<file path="config.mk">
export PLATFORM = sky130hd
export DESIGN_NAME = pmx_regs
export DESIGN_NICKNAME = d
export VERILOG_FILES = /design/src/verilog/pmx_pkg.sv /design/src/verilog/pmx_regs.sv
export SDC_FILE = /design/constraint.sdc
export NUM_CORES = 1
export LEC_CHECK = 0
export BUFFER_PORTS_ARGS = -buffer_cell sky130_fd_sc_hd__buf_4
export CAP_MARGIN = 25
export CORE_ASPECT_RATIO = 1.2
export CORE_MARGIN = 5
export CORE_UTILIZATION = 29
export CTS_CLUSTER_SIZE = 24
export DETAILED_ROUTE_END_ITERATION = 8
export SLEW_MARGIN = 20
export SYNTH_ARGS = -nofsm -noshare
export SYNTH_HDL_FRONTEND = slang
export SYNTH_SLANG_ARGS = --single-unit
</file>
<file path="constraint.sdc">
create_clock -name i_mclk -period 2.12 [get_ports i_mclk]
set_input_delay 0.318 -clock i_mclk [delete_from_list [all_inputs] [get_ports i_mclk]]
set_output_delay 0.318 -clock i_mclk [all_outputs]
set_load 0.02 [all_outputs]
</file>
<file path="src/verilog/pmx_pkg.sv">
package pmx_pkg;

  // Register byte offsets
  localparam logic [11:0] OFS_TYPE = 12'h000;
  localparam logic [11:0] OFS_STATE = 12'h004;
  localparam logic [11:0] OFS_CONTROL = 12'h008;
  localparam logic [11:0] OFS_CAP_ONE = 12'h00C;
  localparam logic [11:0] OFS_CAP_ONE_CTL = 12'h010;
  localparam logic [11:0] OFS_LANE_CAP = 12'h014;
  localparam logic [11:0] OFS_PARTNER_LANE = 12'h018;
  localparam logic [11:0] OFS_LOW_POWER = 12'h01C;
  localparam logic [11:0] OFS_UP_LOW_POWER = 12'h020;
  localparam logic [11:0] OFS_EXT_STATUS = 12'h024;
  localparam logic [11:0] OFS_EXT_CONTROL = 12'h028;
  localparam logic [11:0] OFS_EXT_CAP = 12'h02C;
  localparam logic [11:0] OFS_PARTNER_EXT_CAP = 12'h030;
  localparam logic [11:0] OFS_TX_EQ = 12'h034;

  // Fixed values
  localparam logic [3:0] LAYER_TYPE_CODE = 4'h1;
  localparam logic [1:0] ARC_MAX = 2'h1;
  localparam int CTL_ARC_LSB = 0;

  typedef enum logic [3:0] {
    PMX_ST_DOWN = 4'h0,
    PMX_ST_UP = 4'h1,
    PMX_ST_RETRAIN = 4'h2,
    PMX_ST_LP1 = 4'h7,
    PMX_ST_LP2 = 4'h8,
    PMX_ST_UP_LP1 = 4'hB
  } pmx_state_t;

  typedef enum logic [1:0] {
    PMX_TR_NONE = 2'h0,
    PMX_TR_OK = 2'h1,
    PMX_TR_FAIL = 2'h2
  } pmx_train_t;

  typedef enum logic [2:0] {
    PMX_CODE_6466 = 3'h0,
    PMX_CODE_NONE = 3'h1,
    PMX_CODE_128130 = 3'h2
  } pmx_code_t;

  typedef enum logic [2:0] {
    PMX_RATE_25G78 = 3'h0,
    PMX_RATE_20G = 3'h1,
    PMX_RATE_28G125 = 3'h2
  } pmx_rate_t;

  // Extended field positions
  localparam int EXT_EN_BIT = 0;
  localparam int EXT_TR_LSB = 1;
  localparam int EXT_CODE_LSB = 3;
  localparam int EXT_RATE_LSB = 6;
  localparam int CTL_CODE_LSB = 0;
  localparam int CTL_RATE_LSB = 3;
  localparam int CTL_RSVD_LSB = 6;
  localparam logic [31:0] EXT_CAP_VALUE = 32'h0000001B;
  localparam logic [31:0] PARTNER_CAP_MASK = 32'h0000001B;
  localparam logic [31:0] TX_EQ_RESET = 32'h00000000;

  // Training-side status inputs
  typedef struct packed {
    pmx_state_t state;
    logic ext_enabled;
    pmx_train_t train;
    pmx_code_t code;
    pmx_rate_t rate;
  } pmx_status_t;

  // Controls toward the training logic
  typedef struct packed {
    logic [1:0] retrain_arc;
    logic phit_crc_en;
    pmx_code_t code;
    pmx_rate_t rate;
    logic [31:0] tx_eq;
  } pmx_control_t;

endpackage : pmx_pkg

</file>
<file path="src/verilog/pmx_regs.sv">
// The implementer's own choices: the register offsets and the APB slave port.
`timescale 1ns/1ns
module pmx_regs (
  // Clock and reset
  input wire logic i_mclk,
  input wire logic i_rst_n,
  // APB slave
  input wire logic i_psel,
  input wire logic i_penable,
  input wire logic i_pwrite,
  input wire logic [11:0] i_paddr,
  input wire logic [31:0] i_pwdata,
  output logic [31:0] o_prdata,
  output logic o_pready,
  output logic o_pslverr,
  // Training logic side
  input wire pmx_pkg::pmx_status_t i_status,
  output pmx_pkg::pmx_control_t o_control
);

  ////////////////////////////////////////////////////////////////////////////
  function automatic logic code_ok(input logic [2:0] v);
    code_ok = (v == pmx_pkg::PMX_CODE_6466) || (v == pmx_pkg::PMX_CODE_NONE)
      || (v == pmx_pkg::PMX_CODE_128130);
  endfunction : code_ok

  function automatic logic rate_ok(input logic [2:0] v);
    rate_ok = (v == pmx_pkg::PMX_RATE_25G78) || (v == pmx_pkg::PMX_RATE_20G)
      || (v == pmx_pkg::PMX_RATE_28G125);
  endfunction : rate_ok

  function automatic logic state_ok(input logic [3:0] v);
    state_ok = (v == pmx_pkg::PMX_ST_DOWN) || (v == pmx_pkg::PMX_ST_UP)
      || (v == pmx_pkg::PMX_ST_RETRAIN) || (v == pmx_pkg::PMX_ST_LP1)
      || (v == pmx_pkg::PMX_ST_LP2) || (v == pmx_pkg::PMX_ST_UP_LP1);
  endfunction : state_ok

  ////////////////////////////////////////////////////////////////////////////
  logic [3:0] cur_reg;
  logic [3:0] cur_next;
  logic [3:0] prev_reg;
  logic [3:0] prev_next;
  logic [1:0] arc_reg;
  logic [1:0] arc_next;
  logic crc_en_reg;
  logic crc_en_next;
  logic [2:0] code_reg;
  logic [2:0] code_next;
  logic [2:0] rate_reg;
  logic [2:0] rate_next;
  logic [25:0] ctl_rsvd_reg;
  logic [25:0] ctl_rsvd_next;
  logic [31:0] partner_reg;
  logic [31:0] partner_next;
  logic [31:0] tx_eq_reg;
  logic [31:0] tx_eq_next;
  logic [31:0] rdata_reg;
  logic [31:0] rdata_next;
  logic err_reg;
  logic err_next;
  logic wr;
  logic rd;
  logic hit;
  logic [31:0] rd_word;
  logic [31:0] ext_status;

  // Write in the access phase, read captured in the setup phase, zero wait states
  assign wr = i_psel && i_penable && i_pwrite;
  assign rd = i_psel && !i_penable && !i_pwrite;

  ////////////////////////////////////////////////////////////////////////////
  always_comb
  begin
    ext_status = '0;
    ext_status[pmx_pkg::EXT_EN_BIT] = i_status.ext_enabled;
    ext_status[pmx_pkg::EXT_TR_LSB +: 2] = i_status.train;
    ext_status[pmx_pkg::EXT_CODE_LSB +: 3] = i_status.code;
    ext_status[pmx_pkg::EXT_RATE_LSB +: 3] = i_status.rate;
  end

  // Decode for both read data and error
  always_comb
  begin
    hit = 1'b1;
    rd_word = '0;
    case (i_paddr)
      pmx_pkg::OFS_TYPE: rd_word[3:0] = pmx_pkg::LAYER_TYPE_CODE;
      pmx_pkg::OFS_STATE: rd_word[7:0] = {prev_reg, cur_reg};
      pmx_pkg::OFS_CONTROL: rd_word[pmx_pkg::CTL_ARC_LSB +: 2] = arc_reg;
      pmx_pkg::OFS_CAP_ONE: rd_word = '0;
      pmx_pkg::OFS_CAP_ONE_CTL: rd_word[0] = crc_en_reg;
      pmx_pkg::OFS_LANE_CAP: rd_word = '0;
      pmx_pkg::OFS_PARTNER_LANE: rd_word = '0;
      pmx_pkg::OFS_LOW_POWER: rd_word = '0;
      pmx_pkg::OFS_UP_LOW_POWER: rd_word = '0;
      pmx_pkg::OFS_EXT_STATUS: rd_word = ext_status;
      pmx_pkg::OFS_EXT_CONTROL: rd_word = {ctl_rsvd_reg, rate_reg, code_reg};
      pmx_pkg::OFS_EXT_CAP: rd_word = pmx_pkg::EXT_CAP_VALUE;
      pmx_pkg::OFS_PARTNER_EXT_CAP: rd_word = partner_reg;
      pmx_pkg::OFS_TX_EQ: rd_word = tx_eq_reg;
      default: hit = 1'b0;
    endcase
  end

  ////////////////////////////////////////////////////////////////////////////
  always_comb
  begin
    cur_next = cur_reg;
    prev_next = prev_reg;
    arc_next = arc_reg;
    crc_en_next = crc_en_reg;
    code_next = code_reg;
    rate_next = rate_reg;
    ctl_rsvd_next = ctl_rsvd_reg;
    partner_next = partner_reg;
    tx_eq_next = tx_eq_reg;
    rdata_next = rdata_reg;
    err_next = err_reg;
    // Reserved state codes are dropped, not reported
    if (state_ok(i_status.state) && (i_status.state != cur_reg))
    begin
      cur_next = i_status.state;
      prev_next = cur_reg;
    end
    if (rd)
    begin
      rdata_next = rd_word;
      err_next = !hit;
    end
    else if (i_psel && !i_penable)
    begin
      err_next = !hit;
    end
    if (wr && hit)
    begin
      case (i_paddr)
        pmx_pkg::OFS_CONTROL:
        begin
          if (i_pwdata[pmx_pkg::CTL_ARC_LSB +: 2] <= pmx_pkg::ARC_MAX)
            arc_next = i_pwdata[pmx_pkg::CTL_ARC_LSB +: 2];
        end
        pmx_pkg::OFS_CAP_ONE_CTL: crc_en_next = i_pwdata[0];
        pmx_pkg::OFS_EXT_CONTROL:
        begin
          if (code_ok(i_pwdata[pmx_pkg::CTL_CODE_LSB +: 3]))
            code_next = i_pwdata[pmx_pkg::CTL_CODE_LSB +: 3];
          if (rate_ok(i_pwdata[pmx_pkg::CTL_RATE_LSB +: 3]))
            rate_next = i_pwdata[pmx_pkg::CTL_RATE_LSB +: 3];
          ctl_rsvd_next = i_pwdata[31:pmx_pkg::CTL_RSVD_LSB];
        end
        pmx_pkg::OFS_PARTNER_EXT_CAP:
          partner_next = i_pwdata & pmx_pkg::PARTNER_CAP_MASK;
        pmx_pkg::OFS_TX_EQ: tx_eq_next = i_pwdata;
        default: ;
      endcase
    end
  end

  always_ff @(posedge i_mclk or negedge i_rst_n)
  begin
    if (!i_rst_n)
    begin
      cur_reg <= pmx_pkg::PMX_ST_DOWN;
      prev_reg <= pmx_pkg::PMX_ST_DOWN;
      arc_reg <= '0;
      crc_en_reg <= 1'b0;
      code_reg <= pmx_pkg::PMX_CODE_6466;
      rate_reg <= pmx_pkg::PMX_RATE_25G78;
      ctl_rsvd_reg <= '0;
      partner_reg <= '0;
      tx_eq_reg <= pmx_pkg::TX_EQ_RESET;
      rdata_reg <= '0;
      err_reg <= 1'b0;
    end
    else
    begin
      cur_reg <= cur_next;
      prev_reg <= prev_next;
      arc_reg <= arc_next;
      crc_en_reg <= crc_en_next;
      code_reg <= code_next;
      rate_reg <= rate_next;
      ctl_rsvd_reg <= ctl_rsvd_next;
      partner_reg <= partner_next;
      tx_eq_reg <= tx_eq_next;
      rdata_reg <= rdata_next;
      err_reg <= err_next;
    end
  end

  ////////////////////////////////////////////////////////////////////////////
  assign o_prdata = rdata_reg;
  assign o_pready = 1'b1;
  assign o_pslverr = err_reg && i_psel && i_penable;
  assign o_control = '{retrain_arc: arc_reg, phit_crc_en: crc_en_reg,
    code: pmx_pkg::pmx_code_t'(code_reg), rate: pmx_pkg::pmx_rate_t'(rate_reg),
    tx_eq: tx_eq_reg};

endmodule : pmx_regs

</file>
* After elaboration in Yosys (flattened, before gate mapping)
Index checks and enable logic that the tools add are counted.
** Word-level totals
- Bits of input ports :: 62
- Word-level logic and storage cells :: 77
- Output and inout port bits :: 75
- Bits in registers :: 112
** Cells by class
- Magnitude comparators :: 1
- Mux-type cells :: 8
- Equal/unequal tests :: 23
- Reductions and logical operators :: 34
** Operators with widths (number)
- equality test 12 x 6 -> 1 bit (second input constant) :: 6
- one-hot mux 24 bit (3 select lines) :: 1
- equality test 12 x 5 -> 1 bit (second input constant) :: 4
- equality test 12 x 4 -> 1 bit (second input constant) :: 2
- one-hot mux 4 bit (6 select lines) :: 1
- OR reduction 14 bit :: 1
- equality test 12 x 3 -> 1 bit (second input constant) :: 1
- logical NOT 12 bit :: 1
- one-hot mux 2 bit (6 select lines) :: 1
- logical OR 1 bit :: 9
- AND reduction 3 bit :: 3
- equality test 4 bit (second input constant) :: 2
- logical AND 1 bit :: 8
- one-hot mux 1 bit (8 select lines) :: 1
- AND reduction 2 bit :: 4
- one-hot mux 1 bit (7 select lines) :: 1
- equality test 3 x 1 -> 1 bit (second input constant) :: 2
- equality test 3 x 2 -> 1 bit (second input constant) :: 2
- logical NOT 3 bit :: 2
- equality test 4 x 1 -> 1 bit (second input constant) :: 1
- equality test 4 x 2 -> 1 bit (second input constant) :: 1
- equality test 4 x 3 -> 1 bit (second input constant) :: 1
- logical NOT 4 bit :: 1
- != test 4 bit :: 1
- other kinds (5) :: 9

* Depth between registers and ports, before layout
- Depth in word-level cells :: 7
- Gate-level depth with buffers :: 8
- Mapped depth without buffers :: 5

* Worst setup path after synthesis
No wires, ideal clock.
- Path kind :: input to register
- Start point :: input port i_paddr[9]
- End point :: register tx_eq_reg[10]
- Data arrival time :: 1.638 ns
- Data required time :: 1.995 ns
- Path slack :: 0.357 ns
- Cell stages on the path :: 7
- Setup time :: 0.125 ns
- Buffers on the path :: 2
- Cell sequence :: nor4_2 -> and2_1 -> clkbuf_4 -> nand2_2 -> nor2_4 -> buf_6 -> mux2_2
** On the way
- Longest elaborated chain between the ends :: 5
- Elaborated cells between the ends (all ways) :: 18
- Those cells by class :: 13 x eq/ne; 1 x mux; 4 x reduce/logical
** Ends and longest elaborated chain
- start, declared :: line pmx_regs.sv:11 : input wire logic [11:0] i_paddr,
- equality test 12 x 6 -> 1 bit, or another cell as far along :: line pmx_regs.sv:86, pmx_regs.sv:136
- OR reduction 14 bit (no line)
- two-way mux 1 bit :: line pmx_regs.sv:86 : case (i_paddr)
- logical AND 1 bit :: line pmx_regs.sv:134 : if (wr && hit)
- AND reduction 2 bit (no line) *
- end signal, assigned :: line pmx_regs.sv:171 : tx_eq_reg <= pmx_pkg::TX_EQ_RESET;
- end signal, assigned :: line pmx_regs.sv:185 : tx_eq_reg <= tx_eq_next;
- end, declared :: line pmx_regs.sv:55 : logic [31:0] tx_eq_reg;
Every way passes the cells marked *; elsewhere a longest branch is shown, timed or not.
A chain may end at the register's enable or synchronous reset.

* Worst setup path after layout
- Start point :: register cur_reg[1]
- End point :: register prev_reg[2]
** On the way
- Longest elaborated chain between the ends :: 2
** Ends and longest elaborated chain
- start, declared :: line pmx_regs.sv:39 : logic [3:0] cur_reg;
- start signal, assigned :: line pmx_regs.sv:163 : cur_reg <= pmx_pkg::PMX_ST_DOWN;
- start signal, assigned :: line pmx_regs.sv:177 : cur_reg <= cur_next;
- != test 4 bit :: line pmx_regs.sv:120 : if (state_ok(i_status.state) && (i_status.state != cur_reg))
- logical AND 1 bit :: line pmx_regs.sv:120
- end signal, assigned :: line pmx_regs.sv:164 : prev_reg <= pmx_pkg::PMX_ST_DOWN;
- end signal, assigned :: line pmx_regs.sv:178 : prev_reg <= prev_next;
- end, declared :: line pmx_regs.sv:41 : logic [3:0] prev_reg;
No other way between the ends.

==> insert_results.sql <==
INSERT INTO impl_metrics (metric_group, metric, value, unit) VALUES
('global_routing', 'first_global_vias', '4180', ''),
('timing', 'worst_slew_pin_slew', '0.6046', 'ns'),
('global_routing', 'global_route.overflow_total', '0', ''),
('worst_setup_path', 'timing.critical_path.to_type', 'flip-flop', ''),
('placed_design', 'place_congestion', '0.8564', ''),
('timing', 'finalClockSkew', '0.003405', 'ns'),
('yosys', 'synth.net_count', '493', ''),
('finish', 'final_cell_mix', '146 x sky130_fd_sc_hd__buf_4, 112 x sky130_fd_sc_hd__dfrtp_1, 61 x sky130_fd_sc_hd__mux2_2, 50 x sky130_fd_sc_hd__nand2_1, 29 x sky130_fd_sc_hd__a22oi_1', ''),
('floorplan', 'die_h', '156.4', 'µm'),
('global_routing', 'wire_length_of_the_first_global_routing_pass', '23180', 'µm'),
('clock_network', 'cts_inserted_buffers', '9', ''),
('timing', 'layout_worst_path_cycle_share', '0.8162', ''),
('timing', 'achievable-frequency', '577.9', 'MHz'),
('global_routing', 'largest_net_degree_at_the_start_of_global_routing', '113', ''),
('yosys', 'postSynthCellCount', '431', ''),
('timing', 'grt_setup_unrepaired', 'false', ''),
('yosys', 'yosys_warnings', '0', ''),
('floorplan', 'die_width', '132.0', 'µm'),
('yosys', 'synthXorXnorAreaFrac', '0.008452', ''),
('timing', 'relSlewSlack', '0.5970', ''),
('clock_network', 'cts-resized-gates', '0', ''),
('clock_network', 'cts_tree', 'yes', ''),
('timing', 'final.min_clock_period', '1.730', 'ns'),
('worst_setup_path', 'worstReg2RegStart', 'cur_reg[1]', ''),
('finish', 'syn_to_final_growth', '30.74', '%'),
('route', 'initialDrtViolationCount', '240', ''),
('worst_setup_path', 'worst_setup_path_start_kind', 'flip-flop', ''),
('yosys', 'synth_seq_cells', '112', ''),
('flow_run', 'drv_cap', '0', ''),
('worst_setup_path', 'path_depth_of_the_worst_reg2reg_path', '3', ''),
('route', 'drc_errors', '0', ''),
('clock_network', 'cts-htree-levels', '3', ''),
('finish', 'antenna-diode-count', '0', ''),
('timing', 'setup_slack', '0.3897', 'ns'),
('yosys', 'multiplexer_share_of_the_synthesized_area', '0.1695', ''),
('global_routing', 'grt-busiest-layer', 'met2', ''),
('finish', 'fin_nets', '626', ''),
('yosys', 'proportion_of_synthesized_flip_flops_having_asynchronous_set_or_reset', '1.000', ''),
('placed_design', 'pre_cts_slack', '0.03881', 'ns'),
('global_routing', 'track_usage', '0.1397', ''),
('finish', 'post_route_cells_drive_above_1_share', '0.4464', ''),
('worst_setup_path', 'cp.arrival', '1.97', 'ns'),
('route', 'drt-pass1-iter-count', '5', ''),
('yosys', 'synthDominantAreaCellType', 'sky130_fd_sc_hd__dfrtp_1', ''),
('clock_network', 'cts_post_setup_buffers_inserted', '0', ''),
('yosys', 'largest_family_of_logic_cells_by_synthesized_area', 'multiplexers', ''),
('clock_network', 'clk_latency', '0.35', 'ns'),
('worst_setup_path', 'timing.setup.critical_path_class', 'flip-flop to flip-flop', ''),
('yosys', 'synth_edf_count', '0', ''),
('route', 'vias_after_detailed_routing', '3944', ''),
('worst_setup_path', 'timing.reg2reg.setup_slack', '0.39', 'ns'),
('placed_design', 'buffer_ports.inserted', '135', ''),
('pwr', 'worst_case_vdd_ir_drop', '0.3660', 'mV'),
('min_path', 'hold_path_class', 'primary input to async pin', ''),
('yosys', 'syn_area', '0.005181', 'mm²'),
('yosys', 'ys_dominant_reg_cell', 'sky130_fd_sc_hd__dfrtp_1', ''),
('floorplan', 'initial_core_util', '0.2948', ''),
('global_routing', 'grtUsageMet2', '0.2307', ''),
('clock_network', 'cts_buffer_depth', '2', ''),
('yosys', 'synthesis.area_per_instance', '12.02', 'µm²'),
('finish', 'leading_cell_type_in_the_layout_fill_and_taps_excluded', 'sky130_fd_sc_hd__buf_4', ''),
('pwr', 'total_leakage_power', '0.003241', 'µW'),
('pwr', 'power_per_unit_of_standard_cell_area', '636.9', 'mW/mm²'),
('yosys', 'synthesized_area_fraction_occupied_by_and_or_nand_nor_cells', '0.1060', ''),
('global_routing', 'met1_usage', '0.1786', ''),
('run_status', 'run_status', 'finished clean', ''),
('clock_network', 'clock-sinks', '112', ''),
('clock_network', 'clk_pin_slew', '0.08', 'ns'),
('worst_setup_path', 'crit_fanout', '5', ''),
('timing', 'report.final.setup_viol', '0', ''),
('yosys', 'yosys.area_share.adder', '0.001932', '');
power breakdown:
part | switching (µW) | total (µW) | leakage, µW | internal, µW
Clock | 807 | 1740 | 0.000147 | 930
Sequential | 36.4 | 2210 | 0.00153 | 2180
Combinational | 195 | 362 | 0.00156 | 167
Total | 1040 | 4310 | 0.00324 | 3280
synth_stat cells (2+ instances only):
library cell / count
sky130_fd_sc_hd__nor3_2: 2
sky130_fd_sc_hd__a21oi_1: 6
sky130_fd_sc_hd__o31ai_1: 4
sky130_fd_sc_hd__a22o_1: 2
sky130_fd_sc_hd__o21ai_0: 26
sky130_fd_sc_hd__nor2b_1: 7
sky130_fd_sc_hd__a21oi_2: 2
sky130_fd_sc_hd__mux2_2: 61
sky130_fd_sc_hd__and2_1: 7
sky130_fd_sc_hd__inv_1: 4
sky130_fd_sc_hd__a31oi_1: 2
sky130_fd_sc_hd__a22oi_1: 29
sky130_fd_sc_hd__nand3_1: 3
sky130_fd_sc_hd__xor2_1: 4
sky130_fd_sc_hd__o22ai_1: 3
sky130_fd_sc_hd__buf_4: 4
sky130_fd_sc_hd__o21a_1: 2
sky130_fd_sc_hd__a211oi_1: 2
sky130_fd_sc_hd__and3_1: 4
sky130_fd_sc_hd__buf_6: 6
sky130_fd_sc_hd__clkbuf_1: 9
sky130_fd_sc_hd__or3_4: 2
sky130_fd_sc_hd__mux2_4: 8
sky130_fd_sc_hd__a32oi_1: 3
sky130_fd_sc_hd__mux2i_1: 6
sky130_fd_sc_hd__buf_2: 9
sky130_fd_sc_hd__o21ai_1: 8
sky130_fd_sc_hd__nand2_1: 50
sky130_fd_sc_hd__dfrtp_1: 112
sky130_fd_sc_hd__nor2_1: 13
sky130_fd_sc_hd__o211ai_1: 2
cell type report:
class,instances,area (µm²)
multi-input cells,286,2182
clock inverters,7,77.57
well taps,220,275.3
flip-flops and latches,112,2803
repair buffers,151,1196
fillers,1715,10800
clock buffers,9,225.2
inverters,4,15.01
worst max-delay path by stage:
stage	start	endpoint	slack [ns]	depth (start not counted)
after floorplan	i_paddr[9]	tx_eq_reg[10]	0.36	7
after CTS	cur_reg[1]	prev_reg[2]	0.36	3
final	cur_reg[1]	prev_reg[2]	0.39	3
after global placement	i_paddr[9]	o_prdata[0]	0.08	7
after global routing	cur_reg[1]	prev_reg[1]	0.31	3
after detailed placement	i_paddr[9]	o_prdata[0]	0.04	7
kinds of logic after synthesis:
kind of cell               after synthesis
adders and majority gates                1
muxes                                   76
and+or+nand+nor                        101
AOI/OAI and AO/OA                      102
other                                    1
buffers and inverters                   33
DFF                                    112
xor gates and xnor gates                 5
worst max-delay path, cell delays in order, from the launching register on:
cell	delay, ns
sky130_fd_sc_hd__dfrtp_1	0.44
sky130_fd_sc_hd__xor2_1	0.19
sky130_fd_sc_hd__o41ai_2	0.59
sky130_fd_sc_hd__mux2_2	0.40
per-stage QoR:
step / std cells / instance area (µm²) / utilization / power [µW] / hold slack (ns)
after CTS: 789 / 6774 / 0.3855 / 4381 / 0.07725
after global routing: 789 / 6774 / 0.3855 / 4504 / 0.09626
after detailed placement: 773 / 6471 / 0.3682 / 2625 / 0.4569
after floorplan: 431 / 5181 / - / 2404 / 0.02241
final: 789 / 6774 / 0.3855 / 4315 / 0.04045
after global placement: 773 / 6471 / 0.3682 / 2615 / 0.4471
layer usage:
metal,routed length [µm],share of wire
met5,0,0
met2,7126,0.49
met1,6069,0.42
met3,977,0.068
met4,270,0.019
(Power assumes the default switching activity.)
